[config.mk]
export PLATFORM = sky130hd
export DESIGN_NAME = frame_sequence_decoder
export DESIGN_NICKNAME = d
export VERILOG_FILES = /design/src/inc/frame_decoder_pkg.sv /design/src/verilog/timebase_ticker.sv /design/src/verilog/level_shaper.sv /design/src/verilog/frame_sequence_decoder.sv
export SDC_FILE = /design/constraint.sdc
export NUM_CORES = 2
export LEC_CHECK = 0
export CORE_MARGIN = 3
export CORE_UTILIZATION = 50
export CTS_CLUSTER_DIAMETER = 60
export CTS_CLUSTER_SIZE = 30
export DETAILED_ROUTE_END_ITERATION = 10
export DONT_BUFFER_PORTS = 1
export PLACE_DENSITY = 0.65
export SLEW_MARGIN = 20
export SYNTH_ARGS = -nofsm -noshare
export SYNTH_HDL_FRONTEND = slang
export SYNTH_SLANG_ARGS = --single-unit
[constraint.sdc]
create_clock -name clk -period 14.95 [get_ports clk]
set_input_delay 2.99 -clock clk [delete_from_list [all_inputs] [get_ports clk]]
set_output_delay 2.99 -clock clk [all_outputs]
set_load 0.02 [all_outputs]
[src/inc/frame_decoder_pkg.sv]
package frame_decoder_pkg;
    // =====================================================
    // register word offsets (avalon word addressing)
    localparam logic [7:0] OFS_CTRL      = 8'h00;
    localparam logic [7:0] OFS_SEQ       = 8'h01;
    localparam logic [7:0] OFS_CLIPBASE  = 8'h02;
    localparam logic [7:0] OFS_STATUS    = 8'h03;
    localparam logic [7:0] OFS_PERIOD    = 8'h04;
    localparam logic [7:0] OFS_RATE      = 8'h05;
    localparam logic [7:0] OFS_CLIPEND   = 8'h40;
    localparam logic [7:0] OFS_MEM       = 8'h80;
    localparam int         MEM_BYTES     = 100;
    localparam int         CLIP_SLOTS    = 16;
    // =====================================================
    // field positions
    localparam int CTRL_START = 0;
    localparam int CTRL_FAST  = 1;
    localparam int EXT_BIT    = 7;
    localparam int RATE_HERE  = 2;
    localparam int RATE_HI    = 1;
    localparam int CLIP_HI    = 0;
    // =====================================================
    // reset values and fixed figures
    localparam logic [8:0]  RATE_RESET   = 9'h000;
    localparam logic [19:0] PERIOD_RESET = 20'h00000;
    localparam logic [6:0]  CLIPBASE_RST = 7'h00;
    localparam logic [9:0]  MIN_RATE_HZ  = 10'h019;
    localparam logic [19:0] US_PER_S     = 20'hf4240;
    localparam logic [2:0]  SILENT_DUR   = 3'h2;
    localparam int          DIV_STEPS    = 20;
    // =====================================================
    // timing: shortest timebase, all others are power-of-two multiples
    localparam int CLK_PERIOD_NS = 100;
    localparam int BASE_TB_US    = 1360;
    localparam int BASE_TB_CYC   = (BASE_TB_US * 1000) / CLK_PERIOD_NS;
    // =====================================================
    typedef struct packed {
        logic [1:0] gain;
        logic [1:0] tbase;
        logic [3:0] clipIdx;
        logic [3:0] loopCode;
        logic       rateHere;
        logic [8:0] rateCode;
    } frame_t;
endpackage : frame_decoder_pkg

[src/verilog/timebase_ticker.sv]
`timescale 1ns/10ps
// =====================================================
// timebase tick generator
module timebase_ticker #(
    parameter int BASE_CYC = frame_decoder_pkg::BASE_TB_CYC
) (
    input  wire logic       clk,
    input  wire logic       srst,
    input  wire logic       run,
    input  wire logic       fast,
    input  wire logic [1:0] sel,
    output logic            tick
);
    logic [23:0] count;
    logic [2:0]  shift;
    logic [23:0] limit;
    // slow codes are 4x,16x,32x,64x base; fast codes 1x,4x,16x,32x
    assign shift = fast ? (sel == 2'h0 ? 3'h0 : sel == 2'h1 ? 3'h2 : sel == 2'h2 ? 3'h4 : 3'h5)
                        : (sel == 2'h0 ? 3'h2 : sel == 2'h1 ? 3'h4 : sel == 2'h2 ? 3'h5 : 3'h6);
    assign limit = 24'(BASE_CYC) << shift;
    assign tick  = run && (count == limit - 24'h1);
    // counter restarts whenever a point is loaded, so each point gets whole timebases
    always_ff @(posedge clk)
    begin
        if (srst || !run || tick)
            count <= 24'h0;
        else
            count <= count + 24'h1;
    end
endmodule : timebase_ticker

[src/verilog/level_shaper.sv]
`timescale 1ns/10ps
// =====================================================
// ramp or step of the drive level over a number of timebases
module level_shaper (
    input  wire logic       clk,
    input  wire logic       srst,
    input  wire logic       load,
    input  wire logic [7:0] target,
    input  wire logic       ramp,
    input  wire logic [2:0] dur,
    input  wire logic       tick,
    output logic [7:0]      level,
    output logic            done
);
    logic [2:0] left;
    logic [7:0] goal;
    logic [8:0] diff;
    logic [8:0] stepv;
    // signed share of the remaining distance for one tick
    function automatic logic [8:0] share(input logic [8:0] d, input logic [2:0] n);
        logic signed [8:0] q;
        q = $signed(d) / $signed({6'h0, n});
        return q;
    endfunction : share
    assign diff  = {1'b0, goal} - {1'b0, level};
    assign stepv = share(diff, left);
    assign done  = (left == 3'h0);
    // ramp reaches goal exactly on the last tick, avoiding drift
    always_ff @(posedge clk)
    begin
        if (srst)
        begin
            level <= 8'h00;
            left  <= 3'h0;
            goal  <= 8'h00;
        end
        else if (load)
        begin
            goal <= target;
            left <= dur;
            if (!ramp || dur == 3'h0)
                level <= target;
        end
        else if (tick && !done)
        begin
            left  <= left - 3'h1;
            level <= 8'(({1'b0, level} + stepv));
        end
    end
endmodule : level_shaper

[src/verilog/frame_sequence_decoder.sv]
// Our own choices: the Avalon-MM slave port and the address map.
`timescale 1ns/10ps
module frame_sequence_decoder #(
    parameter int BASE_CYC = frame_decoder_pkg::BASE_TB_CYC
) (
    input  wire logic        clk,
    input  wire logic        srst,
    input  wire logic [7:0]  address,
    input  wire logic        read,
    input  wire logic        write,
    input  wire logic [31:0] writedata,
    output logic [31:0]      readdata,
    output logic             waitrequest,
    input  wire logic [8:0]  trackedRate,
    output logic [7:0]       driveLevel,
    output logic [8:0]       driveRateCode,
    output logic             playing
);
    typedef enum {IDLE, FETCH1, FETCH2, FETCH3, SETUP, DIVIDE, LOAD, POINT, WAIT} state_t;
    // =====================================================
    // storage and control state
    state_t                  state;
    logic [7:0]              mem [0:frame_decoder_pkg::MEM_BYTES-1];
    logic [6:0]              clipEnd [0:frame_decoder_pkg::CLIP_SLOTS-1];
    logic                    fastStepUnitSelect;
    logic                    startReq;
    logic [6:0]              seqStart;
    logic [6:0]              seqEnd;
    logic [6:0]              clipBase;
    logic                    formatError;
    logic [6:0]              ptr;
    logic [6:0]              pointPtr;
    logic [3:0]              loopLeft;
    frame_decoder_pkg::frame_t frame;
    logic [19:0]             activePeriodReadback;
    logic [19:0]             quot;
    logic [10:0]             rem;
    logic [10:0]             divisor;
    logic [4:0]              divCount;
    logic [7:0]              pointTarget;
    // =====================================================
    // decode helpers
    function automatic logic [6:0] first_addr(input logic [3:0] idx, input logic [6:0] base,
                                              input logic [6:0] prevEnd);
        return (idx == 4'h1) ? base : 7'(prevEnd + 7'h1);
    endfunction : first_addr
    function automatic logic [9:0] rate_hz(input logic [8:0] code);
        logic [9:0] hz;
        hz = {code, 1'b0};
        return (hz < frame_decoder_pkg::MIN_RATE_HZ) ? frame_decoder_pkg::MIN_RATE_HZ : hz;
    endfunction : rate_hz
    // =====================================================
    // bus decode
    wire        busReq    = (read || write) && waitrequest;
    wire        wrNow     = write && !waitrequest;
    wire        inMem     = (address >= frame_decoder_pkg::OFS_MEM) &&
                            (address < frame_decoder_pkg::OFS_MEM + 8'(frame_decoder_pkg::MEM_BYTES));
    wire        inClip    = (address >= frame_decoder_pkg::OFS_CLIPEND) &&
                            (address < frame_decoder_pkg::OFS_CLIPEND + 8'h10);
    wire [6:0]  memOff    = 7'(address - frame_decoder_pkg::OFS_MEM);
    wire [3:0]  clipOff   = 4'(address - frame_decoder_pkg::OFS_CLIPEND);
    wire [31:0] readMux   =
        (address == frame_decoder_pkg::OFS_CTRL)     ? {30'h0, fastStepUnitSelect, 1'b0} :
        (address == frame_decoder_pkg::OFS_SEQ)      ? {17'h0, seqEnd, 1'b0, seqStart} :
        (address == frame_decoder_pkg::OFS_CLIPBASE) ? {25'h0, clipBase} :
        (address == frame_decoder_pkg::OFS_STATUS)   ? {18'h0, loopLeft, frame.clipIdx,
                                                        4'h0, formatError, playing} :
        (address == frame_decoder_pkg::OFS_PERIOD)   ? {12'h0, activePeriodReadback} :
        (address == frame_decoder_pkg::OFS_RATE)     ? {23'h0, driveRateCode} :
        inClip ? {25'h0, clipEnd[clipOff]} :
        inMem  ? {24'h0, mem[memOff]} : 32'h0;
    // =====================================================
    // frame and clip decode
    wire [7:0]  curByte   = mem[ptr];
    wire        extFlag   = curByte[frame_decoder_pkg::EXT_BIT];
    wire [6:0]  clipFirst = first_addr(frame.clipIdx, clipBase,
                                       clipEnd[4'(frame.clipIdx - 4'h1)]);
    wire [6:0]  clipLast  = clipEnd[frame.clipIdx];
    wire [7:0]  pointByte = mem[pointPtr];
    wire        silent    = (frame.clipIdx == 4'h0);
    wire        seqDone   = (ptr == 7'(seqEnd + 7'h1));
    wire [11:0] remShift  = {rem, quot[19]};
    wire        fits      = remShift >= {1'b0, divisor};
    wire        tick;
    wire [7:0]  shapedLevel;
    wire        shapeDone;
    wire        startPoint = (state == POINT);
    // =====================================================
    // avalon slave: answer one cycle after the request is seen
    always_ff @(posedge clk)
    begin
        if (srst)
        begin
            waitrequest <= 1'b1;
            readdata    <= 32'h0;
        end
        else
        begin
            waitrequest <= !busReq;
            if (busReq && read)
                readdata <= readMux;
        end
    end
    // =====================================================
    // software writes; a start while busy is ignored
    always_ff @(posedge clk)
    begin
        if (srst)
        begin
            fastStepUnitSelect <= 1'b0;
            startReq           <= 1'b0;
            seqStart           <= 7'h0;
            seqEnd             <= 7'h0;
            clipBase           <= frame_decoder_pkg::CLIPBASE_RST;
        end
        else
        begin
            startReq <= wrNow && address == frame_decoder_pkg::OFS_CTRL &&
                        writedata[frame_decoder_pkg::CTRL_START];
            if (wrNow && address == frame_decoder_pkg::OFS_CTRL)
                fastStepUnitSelect <= writedata[frame_decoder_pkg::CTRL_FAST];
            if (wrNow && address == frame_decoder_pkg::OFS_SEQ)
            begin
                seqStart <= writedata[6:0];
                seqEnd   <= writedata[14:8];
            end
            if (wrNow && address == frame_decoder_pkg::OFS_CLIPBASE)
                clipBase <= writedata[6:0];
        end
    end
    // memory and clip table have no reset: contents are loaded by software
    always_ff @(posedge clk)
    begin
        if (wrNow && inMem)
            mem[memOff] <= writedata[7:0];
        if (wrNow && inClip)
            clipEnd[clipOff] <= writedata[6:0];
    end
    // =====================================================
    // frame fetch and playback sequencer
    always_ff @(posedge clk)
    begin
        if (srst)
        begin
            state         <= IDLE;
            ptr           <= 7'h0;
            pointPtr      <= 7'h0;
            loopLeft      <= 4'h0;
            frame         <= '0;
            formatError   <= 1'b0;
            driveRateCode <= frame_decoder_pkg::RATE_RESET;
            pointTarget   <= 8'h00;
            playing       <= 1'b0;
        end
        else
        begin
            case (state)
                IDLE:
                begin
                    playing <= 1'b0;
                    if (startReq)
                    begin
                        ptr           <= seqStart;
                        formatError   <= 1'b0;
                        driveRateCode <= trackedRate;
                        playing       <= 1'b1;
                        state         <= FETCH1;
                    end
                end
                FETCH1:
                begin
                    frame.gain     <= curByte[6:5];
                    frame.tbase    <= curByte[4:3];
                    frame.clipIdx  <= {1'b0, curByte[2:0]};
                    frame.loopCode <= 4'h0;
                    frame.rateHere <= 1'b0;
                    ptr            <= ptr + 7'h1;
                    state          <= extFlag ? FETCH2 : SETUP;
                end
                FETCH2:
                begin
                    ptr <= ptr + 7'h1;
                    if (!extFlag)
                    begin
                        formatError <= 1'b1;
                        state       <= IDLE;
                    end
                    else
                    begin
                        frame.loopCode   <= curByte[6:3];
                        frame.rateHere   <= curByte[frame_decoder_pkg::RATE_HERE];
                        frame.rateCode   <= {curByte[frame_decoder_pkg::RATE_HI], 8'h00};
                        frame.clipIdx[3] <= curByte[frame_decoder_pkg::CLIP_HI];
                        state <= curByte[frame_decoder_pkg::RATE_HERE] ? FETCH3 : SETUP;
                    end
                end
                FETCH3:
                begin
                    frame.rateCode[7:0] <= curByte;
                    ptr                 <= ptr + 7'h1;
                    state               <= SETUP;
                end
                SETUP:
                begin
                    if (frame.rateHere)
                    begin
                        driveRateCode <= frame.rateCode;
                        state         <= DIVIDE;
                    end
                    else
                        state <= LOAD;
                end
                DIVIDE:
                    if (divCount == 5'(frame_decoder_pkg::DIV_STEPS))
                        state <= LOAD;
                LOAD:
                begin
                    pointPtr <= clipFirst;
                    loopLeft <= frame.loopCode;
                    state    <= POINT;
                end
                POINT:
                begin
                    pointTarget <= silent ? 8'h00
                                 : {pointByte[3:0], pointByte[3:0]} >> (frame.gain);
                    state <= WAIT;
                end
                WAIT:
                    if (shapeDone)
                    begin
                        if (!silent && pointPtr != clipLast)
                        begin
                            pointPtr <= pointPtr + 7'h1;
                            state    <= POINT;
                        end
                        else if (loopLeft != 4'h0)
                        begin
                            loopLeft <= loopLeft - 4'h1;
                            pointPtr <= (silent || clipFirst == clipLast) ? clipFirst
                                      : 7'(clipFirst + 7'h1);
                            state    <= POINT;
                        end
                        else
                            state <= seqDone ? IDLE : FETCH1;
                    end
                default:
                    state <= IDLE;
            endcase
        end
    end
    // =====================================================
    // restoring divider: period in microseconds = 1e6 / rate in hz
    always_ff @(posedge clk)
    begin
        if (srst)
        begin
            quot                 <= 20'h0;
            rem                  <= 11'h0;
            divisor              <= 11'h1;
            divCount             <= 5'h0;
            activePeriodReadback <= frame_decoder_pkg::PERIOD_RESET;
        end
        else if (state == SETUP)
        begin
            quot     <= frame_decoder_pkg::US_PER_S;
            rem      <= 11'h0;
            divisor  <= {1'b0, rate_hz(frame.rateCode)};
            divCount <= 5'h0;
        end
        else if (state == DIVIDE)
        begin
            if (divCount == 5'(frame_decoder_pkg::DIV_STEPS))
                activePeriodReadback <= quot;
            else
            begin
                rem      <= fits ? 11'(remShift - {1'b0, divisor}) : remShift[10:0];
                quot     <= {quot[18:0], fits};
                divCount <= divCount + 5'h1;
            end
        end
    end
    // output level follows the shaper one cycle later
    always_ff @(posedge clk)
    begin
        if (srst)
            driveLevel <= 8'h00;
        else
            driveLevel <= shapedLevel;
    end
    // =====================================================
    timebase_ticker #(.BASE_CYC(BASE_CYC)) u_ticker (
        .clk  (clk),
        .srst (srst),
        .run  (state == WAIT),
        .fast (fastStepUnitSelect),
        .sel  (frame.tbase),
        .tick (tick)
    );
    level_shaper u_shaper (
        .clk    (clk),
        .srst   (srst),
        .load   (startPoint),
        .target (silent ? 8'h00 : {pointByte[3:0], pointByte[3:0]} >> (frame.gain)),
        .ramp   (silent ? 1'b0 : pointByte[7]),
        .dur    (silent ? frame_decoder_pkg::SILENT_DUR : pointByte[6:4]),
        .tick   (tick),
        .level  (shapedLevel),
        .done   (shapeDone)
    );
    // =====================================================
    // checks
    property p_single_byte;
        @(posedge clk) disable iff (srst) (state == FETCH1 && !extFlag) |=> state == SETUP;
    endproperty
    a_single_byte: assert property (p_single_byte) else $error("one-byte frame fetched more");
    property p_second_ext;
        @(posedge clk) disable iff (srst)
        (state == FETCH2 && !extFlag) |=> (formatError && state == IDLE);
    endproperty
    a_second_ext: assert property (p_second_ext) else $error("bad second byte accepted");
    property p_third;
        @(posedge clk) disable iff (srst)
        (state == FETCH2 && extFlag && curByte[2]) |=> state == FETCH3 ##1 state == SETUP;
    endproperty
    a_third: assert property (p_third) else $error("third byte not fetched");
    property p_defaults;
        @(posedge clk) disable iff (srst)
        (state == FETCH1 && !extFlag) |=> (frame.clipIdx[3] == 1'b0 && frame.loopCode == 4'h0);
    endproperty
    a_defaults: assert property (p_defaults) else $error("absent byte two not defaulted");
    property p_gain;
        @(posedge clk) disable iff (srst) (state == POINT && !silent) |=>
        pointTarget == ({$past(pointByte[3:0]), $past(pointByte[3:0])} >> $past(frame.gain));
    endproperty
    a_gain: assert property (p_gain) else $error("gain not applied");
    property p_clamp;
        @(posedge clk) disable iff (srst) (state == DIVIDE) |-> divisor >= 11'h019;
    endproperty
    a_clamp: assert property (p_clamp) else $error("rate below floor");
    property p_silent;
        @(posedge clk) disable iff (srst) (state == POINT && silent) |=> pointTarget == 8'h00;
    endproperty
    a_silent: assert property (p_silent) else $error("silent clip not silent");
    property p_no_start;
        @(posedge clk) disable iff (srst) (state == IDLE && !startReq) |=> state == IDLE;
    endproperty
    a_no_start: assert property (p_no_start) else $error("play without sequence");
    property p_keep_rate;
        @(posedge clk) disable iff (srst)
        (state == SETUP && !frame.rateHere) |=> $stable(driveRateCode);
    endproperty
    a_keep_rate: assert property (p_keep_rate) else $error("rate changed w/o byte");
    property p_period;
        @(posedge clk) disable iff (srst) (state == SETUP && frame.rateHere) |->
        ##[21:23] activePeriodReadback == 20'(frame_decoder_pkg::US_PER_S / divisor);
    endproperty
    a_period: assert property (p_period) else $error("period readback wrong");
    c_three_byte: cover property (@(posedge clk) state == FETCH3);
    c_repeat: cover property (@(posedge clk) state == WAIT && shapeDone && loopLeft != 4'h0);
    c_error: cover property (@(posedge clk) $rose(formatError));
endmodule : frame_sequence_decoder

==> results.toml <==
[final_layout]
final_common_cell = "edfxtp_1"
drive_gt1_frac = 0.347
fin_nets = 4220
syn_to_final_growth_pct = 10.6
final_util = 0.562
final_cell_mix = "edfxtp_1 (912), mux4_2 (868), nand2_1 (291), nor2_1 (284), dfxtp_1 (215)"
nFillCells = 9738

[yosys]
netlist_area_um2 = 63300
yosys_warnings = 0
syn-instance-count = 4066
ys_async_sr_fraction = 0
avgSynthCellArea_um2 = 15.6
synth_top_area_cell = "edfxtp_1"
synth-seq-cells = 1141
synth_edf_count = 912
synth-seq-area-share = 0.505
synth_top_area_frac = 0.432
ys.flop_type = "edfxtp_1"
synth_area_leaders = "edfxtp_1 (43%), mux4_2 (31%), dfxtp_1 (7.2%)"
yosysUniqueCellTypes = 97

[hold_path]
hp-class = "reg2reg"

[grt]
grt_pass1_wl_mm = 271
grt_pass1_vias = 39000
grt_usage = 0.283
gr-total-overflow = 0
antenna_found_initial = 6
grt_max_degree = 248

[clock_network]
cts_sinks = 1141
cts_buffers = 106
root_buffer = "clkbuf_16"
htreeDepth = 3
cts_buffer_depth = 3
clock_latency_ns = 0.75
cts_tree = "yes"
clkSlewWorstSetupHoldPaths_ns = 0.07

[sta]
drv_slew = 0
period_needed_ns = 14.75
finClkSkew_ns = 0.0474
worst_pin_slew_ns = 1.20
max_freq_mhz = 67.8
rsz0062_at_grt = "yes"
layout_setup_ws_ns = 0.199
finalCritPeriodShare = 0.987
relSlewSlack = 0.198
timing.final.hold_violations = 0
final-setup-viol-count = 0

[drt]
antenna_left = 0
initialDrtViolationCount = 4611
num_vias = 39900
m1WireLength_mm = 69.2
route.met2.wl_mm = 89.5
vias_per_cell = 6.86
drcViolationCount = 0
met3_length_mm = 18.6
drt-total-wl_mm = 185
top_layer_used = "met5"
wl_per_cell_um = 31.8
first_pass_iters = 6

[pwr]
vdd_drop_max_mv = 0.117
fin_total_pwr_uw = 6500
power_density_nw_per_um2 = 92.8
leakage_uw = 0.0213

[worst_setup_path]
setup.worst_path.start_class = "flip-flop"
ff2ff_setup_slack_ns = 0.20
cp_slowest_cell = "or4b_4"
crit_fanout = 5
crit_arrival_ns = 15.42
crit_family = "compound AO/OA/AOI/OAI gates"
critical_path_required_ns = 15.62
timing.critical_path.buf_inv = 2
crit_type = "reg2reg"
worstSetupEndpointType = "flip-flop"
slowest_delay_ns = 0.52

[flow_run]
maxCapViolCount = 0

[die]
die_x_um = 362
core-area_um2 = 125000
fp-row-count = 129
start_util = 0.508
pin_count = 104
die_h_um = 362
die_area_um2 = 131000

[placement]
numPortBuffers = 0
post-place-ws_ns = -0.0346
place_congestion = 0.872
place_hpwl_mm = 116

[run_status]
outcome = "finished, final reports clean"
==> final timing paths <==
path	startpoint	to	cells after the start
worst max-delay path	u_shaper.goal[4]$_SDFFE_PP0P_	u_shaper.level[7]$_SDFFE_PP0P_	80
worst min-delay path	divisor[7]$_SDFFE_PP0P_	divisor[7]$_SDFFE_PP0P_	2
worst max register to register	u_shaper.goal[4]$_SDFFE_PP0P_	u_shaper.level[7]$_SDFFE_PP0P_	80
worst min register to register	divisor[7]$_SDFFE_PP0P_	divisor[7]$_SDFFE_PP0P_	2
==> registers in the layout (all words and copies together), names as in the netlist, 8 cells and up, named ones only <==
signal	cells
activePeriodReadback	20
clipEnd	112
divisor	10
driveLevel	8
driveRateCode	9
frame	22
mem	800
quot	20
readdata	20
rem	11
u_shaper.level	8
u_ticker.count	24
==> cell usage after synthesis (13+ instances only) <==
library cell  instances
a21oi_1             174
a221oi_1             17
xnor2_1              58
a211oi_1             34
nor3_1               65
nand2_1             295
edfxtp_1            912
mux4_2              868
nand3_1              65
buf_1                72
nand2b_1             25
clkbuf_1            212
ha_1                 77
and3_1               18
a31oi_1              16
mux2_2               37
or3_1                15
o21ai_0              89
nor2b_1              23
buf_2                13
inv_1                67
a21o_1               27
dfxtp_1             229
mux2i_1              73
xor2_1               52
nor2_1              311
o211ai_1             15
==> through the flow <==
stage	TNS (ns)	cells	cell area, um2	hold slack, ns
3_5_place_dp	-0.0346	5568	65700	0.440
2_1_floorplan	0	4077	63600	0.426
4_1_cts	0	5801	69700	0.450
3_3_place_gp	0	5568	65700	0.437
6_report	0	5817	70100	0.455
5_1_grt	-1.86	5816	70100	0.472
==> worst register-to-register path: cells and delay by family (launching register included) <==
kind,cells,cell delay (ns)
multiplexers,3,0.97
AO/OA/AOI/OAI,36,5.60
adder cells (fa/ha/maj),13,3.44
XOR/XNOR,2,0.30
AND/OR/NAND/NOR,24,3.97
buffers and inverters,2,0.10
flip-flops,1,0.33
==> per-layer routing <==
layer | track usage | vias up
li1 | - | 16700
met1 | 0.377 | 20700
met2 | 0.456 | 2083
met3 | 0.0707 | 384
met4 | 0.105 | 4
met5 | 0 | -
==> what timing repair did <==
| item | 4_1_cts | 5_1_grt |
|---|---|---|
| setup buffers | 33 | 16 |
| gates resized for setup | 4 | 39 |
| hold buffers | 0 | 0 |
| setup endpoints to repair | 1 | 7 |
| pin swaps | 23 | 57 |
==> layout make-up <==
type                            count  area [um2]  share of cell area
Sequential cell                  1141       32000               0.457
Multi-Input combinational cell   2557       30400               0.434
Clock buffer                      115        2740              0.0391
Tap cell                         1637        2050              0.0292
Timing Repair Buffer              214        1640              0.0234
Clock inverter                     85         996              0.0142
Inverter                           67         254             0.00363
Antenna cell                        1        2.50           0.0000357
==> logic make-up (layout without fill, tap and decap cells) <==
group / after synthesis / count (layout) / share of synthesized area
buffers and inverters: 379 / 481 / 0.0237
AND/OR/NAND/NOR: 892 / 892 / 0.0629
XOR/XNOR: 111 / 111 / 0.0155
flip-flops: 1141 / 1141 / 0.505
multiplexers: 980 / 980 / 0.327
AO/OA/AOI/OAI: 482 / 482 / 0.0495
other: 1 / 13 / 0.0000592
adder cells (fa/ha/maj): 80 / 80 / 0.0162
==> where the power goes <==
part / total [uW] / switching [uW] / leakage (uW) / internal, uW
combinational: 171 / 78.5 / 0.00949 / 92.1
clock: 2900 / 1430 / 0.00181 / 1480
sequential: 3430 / 7.62 / 0.0100 / 3420
total: 6500 / 1510 / 0.0213 / 4990
Note: power is estimated with default switching activity, not from simulation.
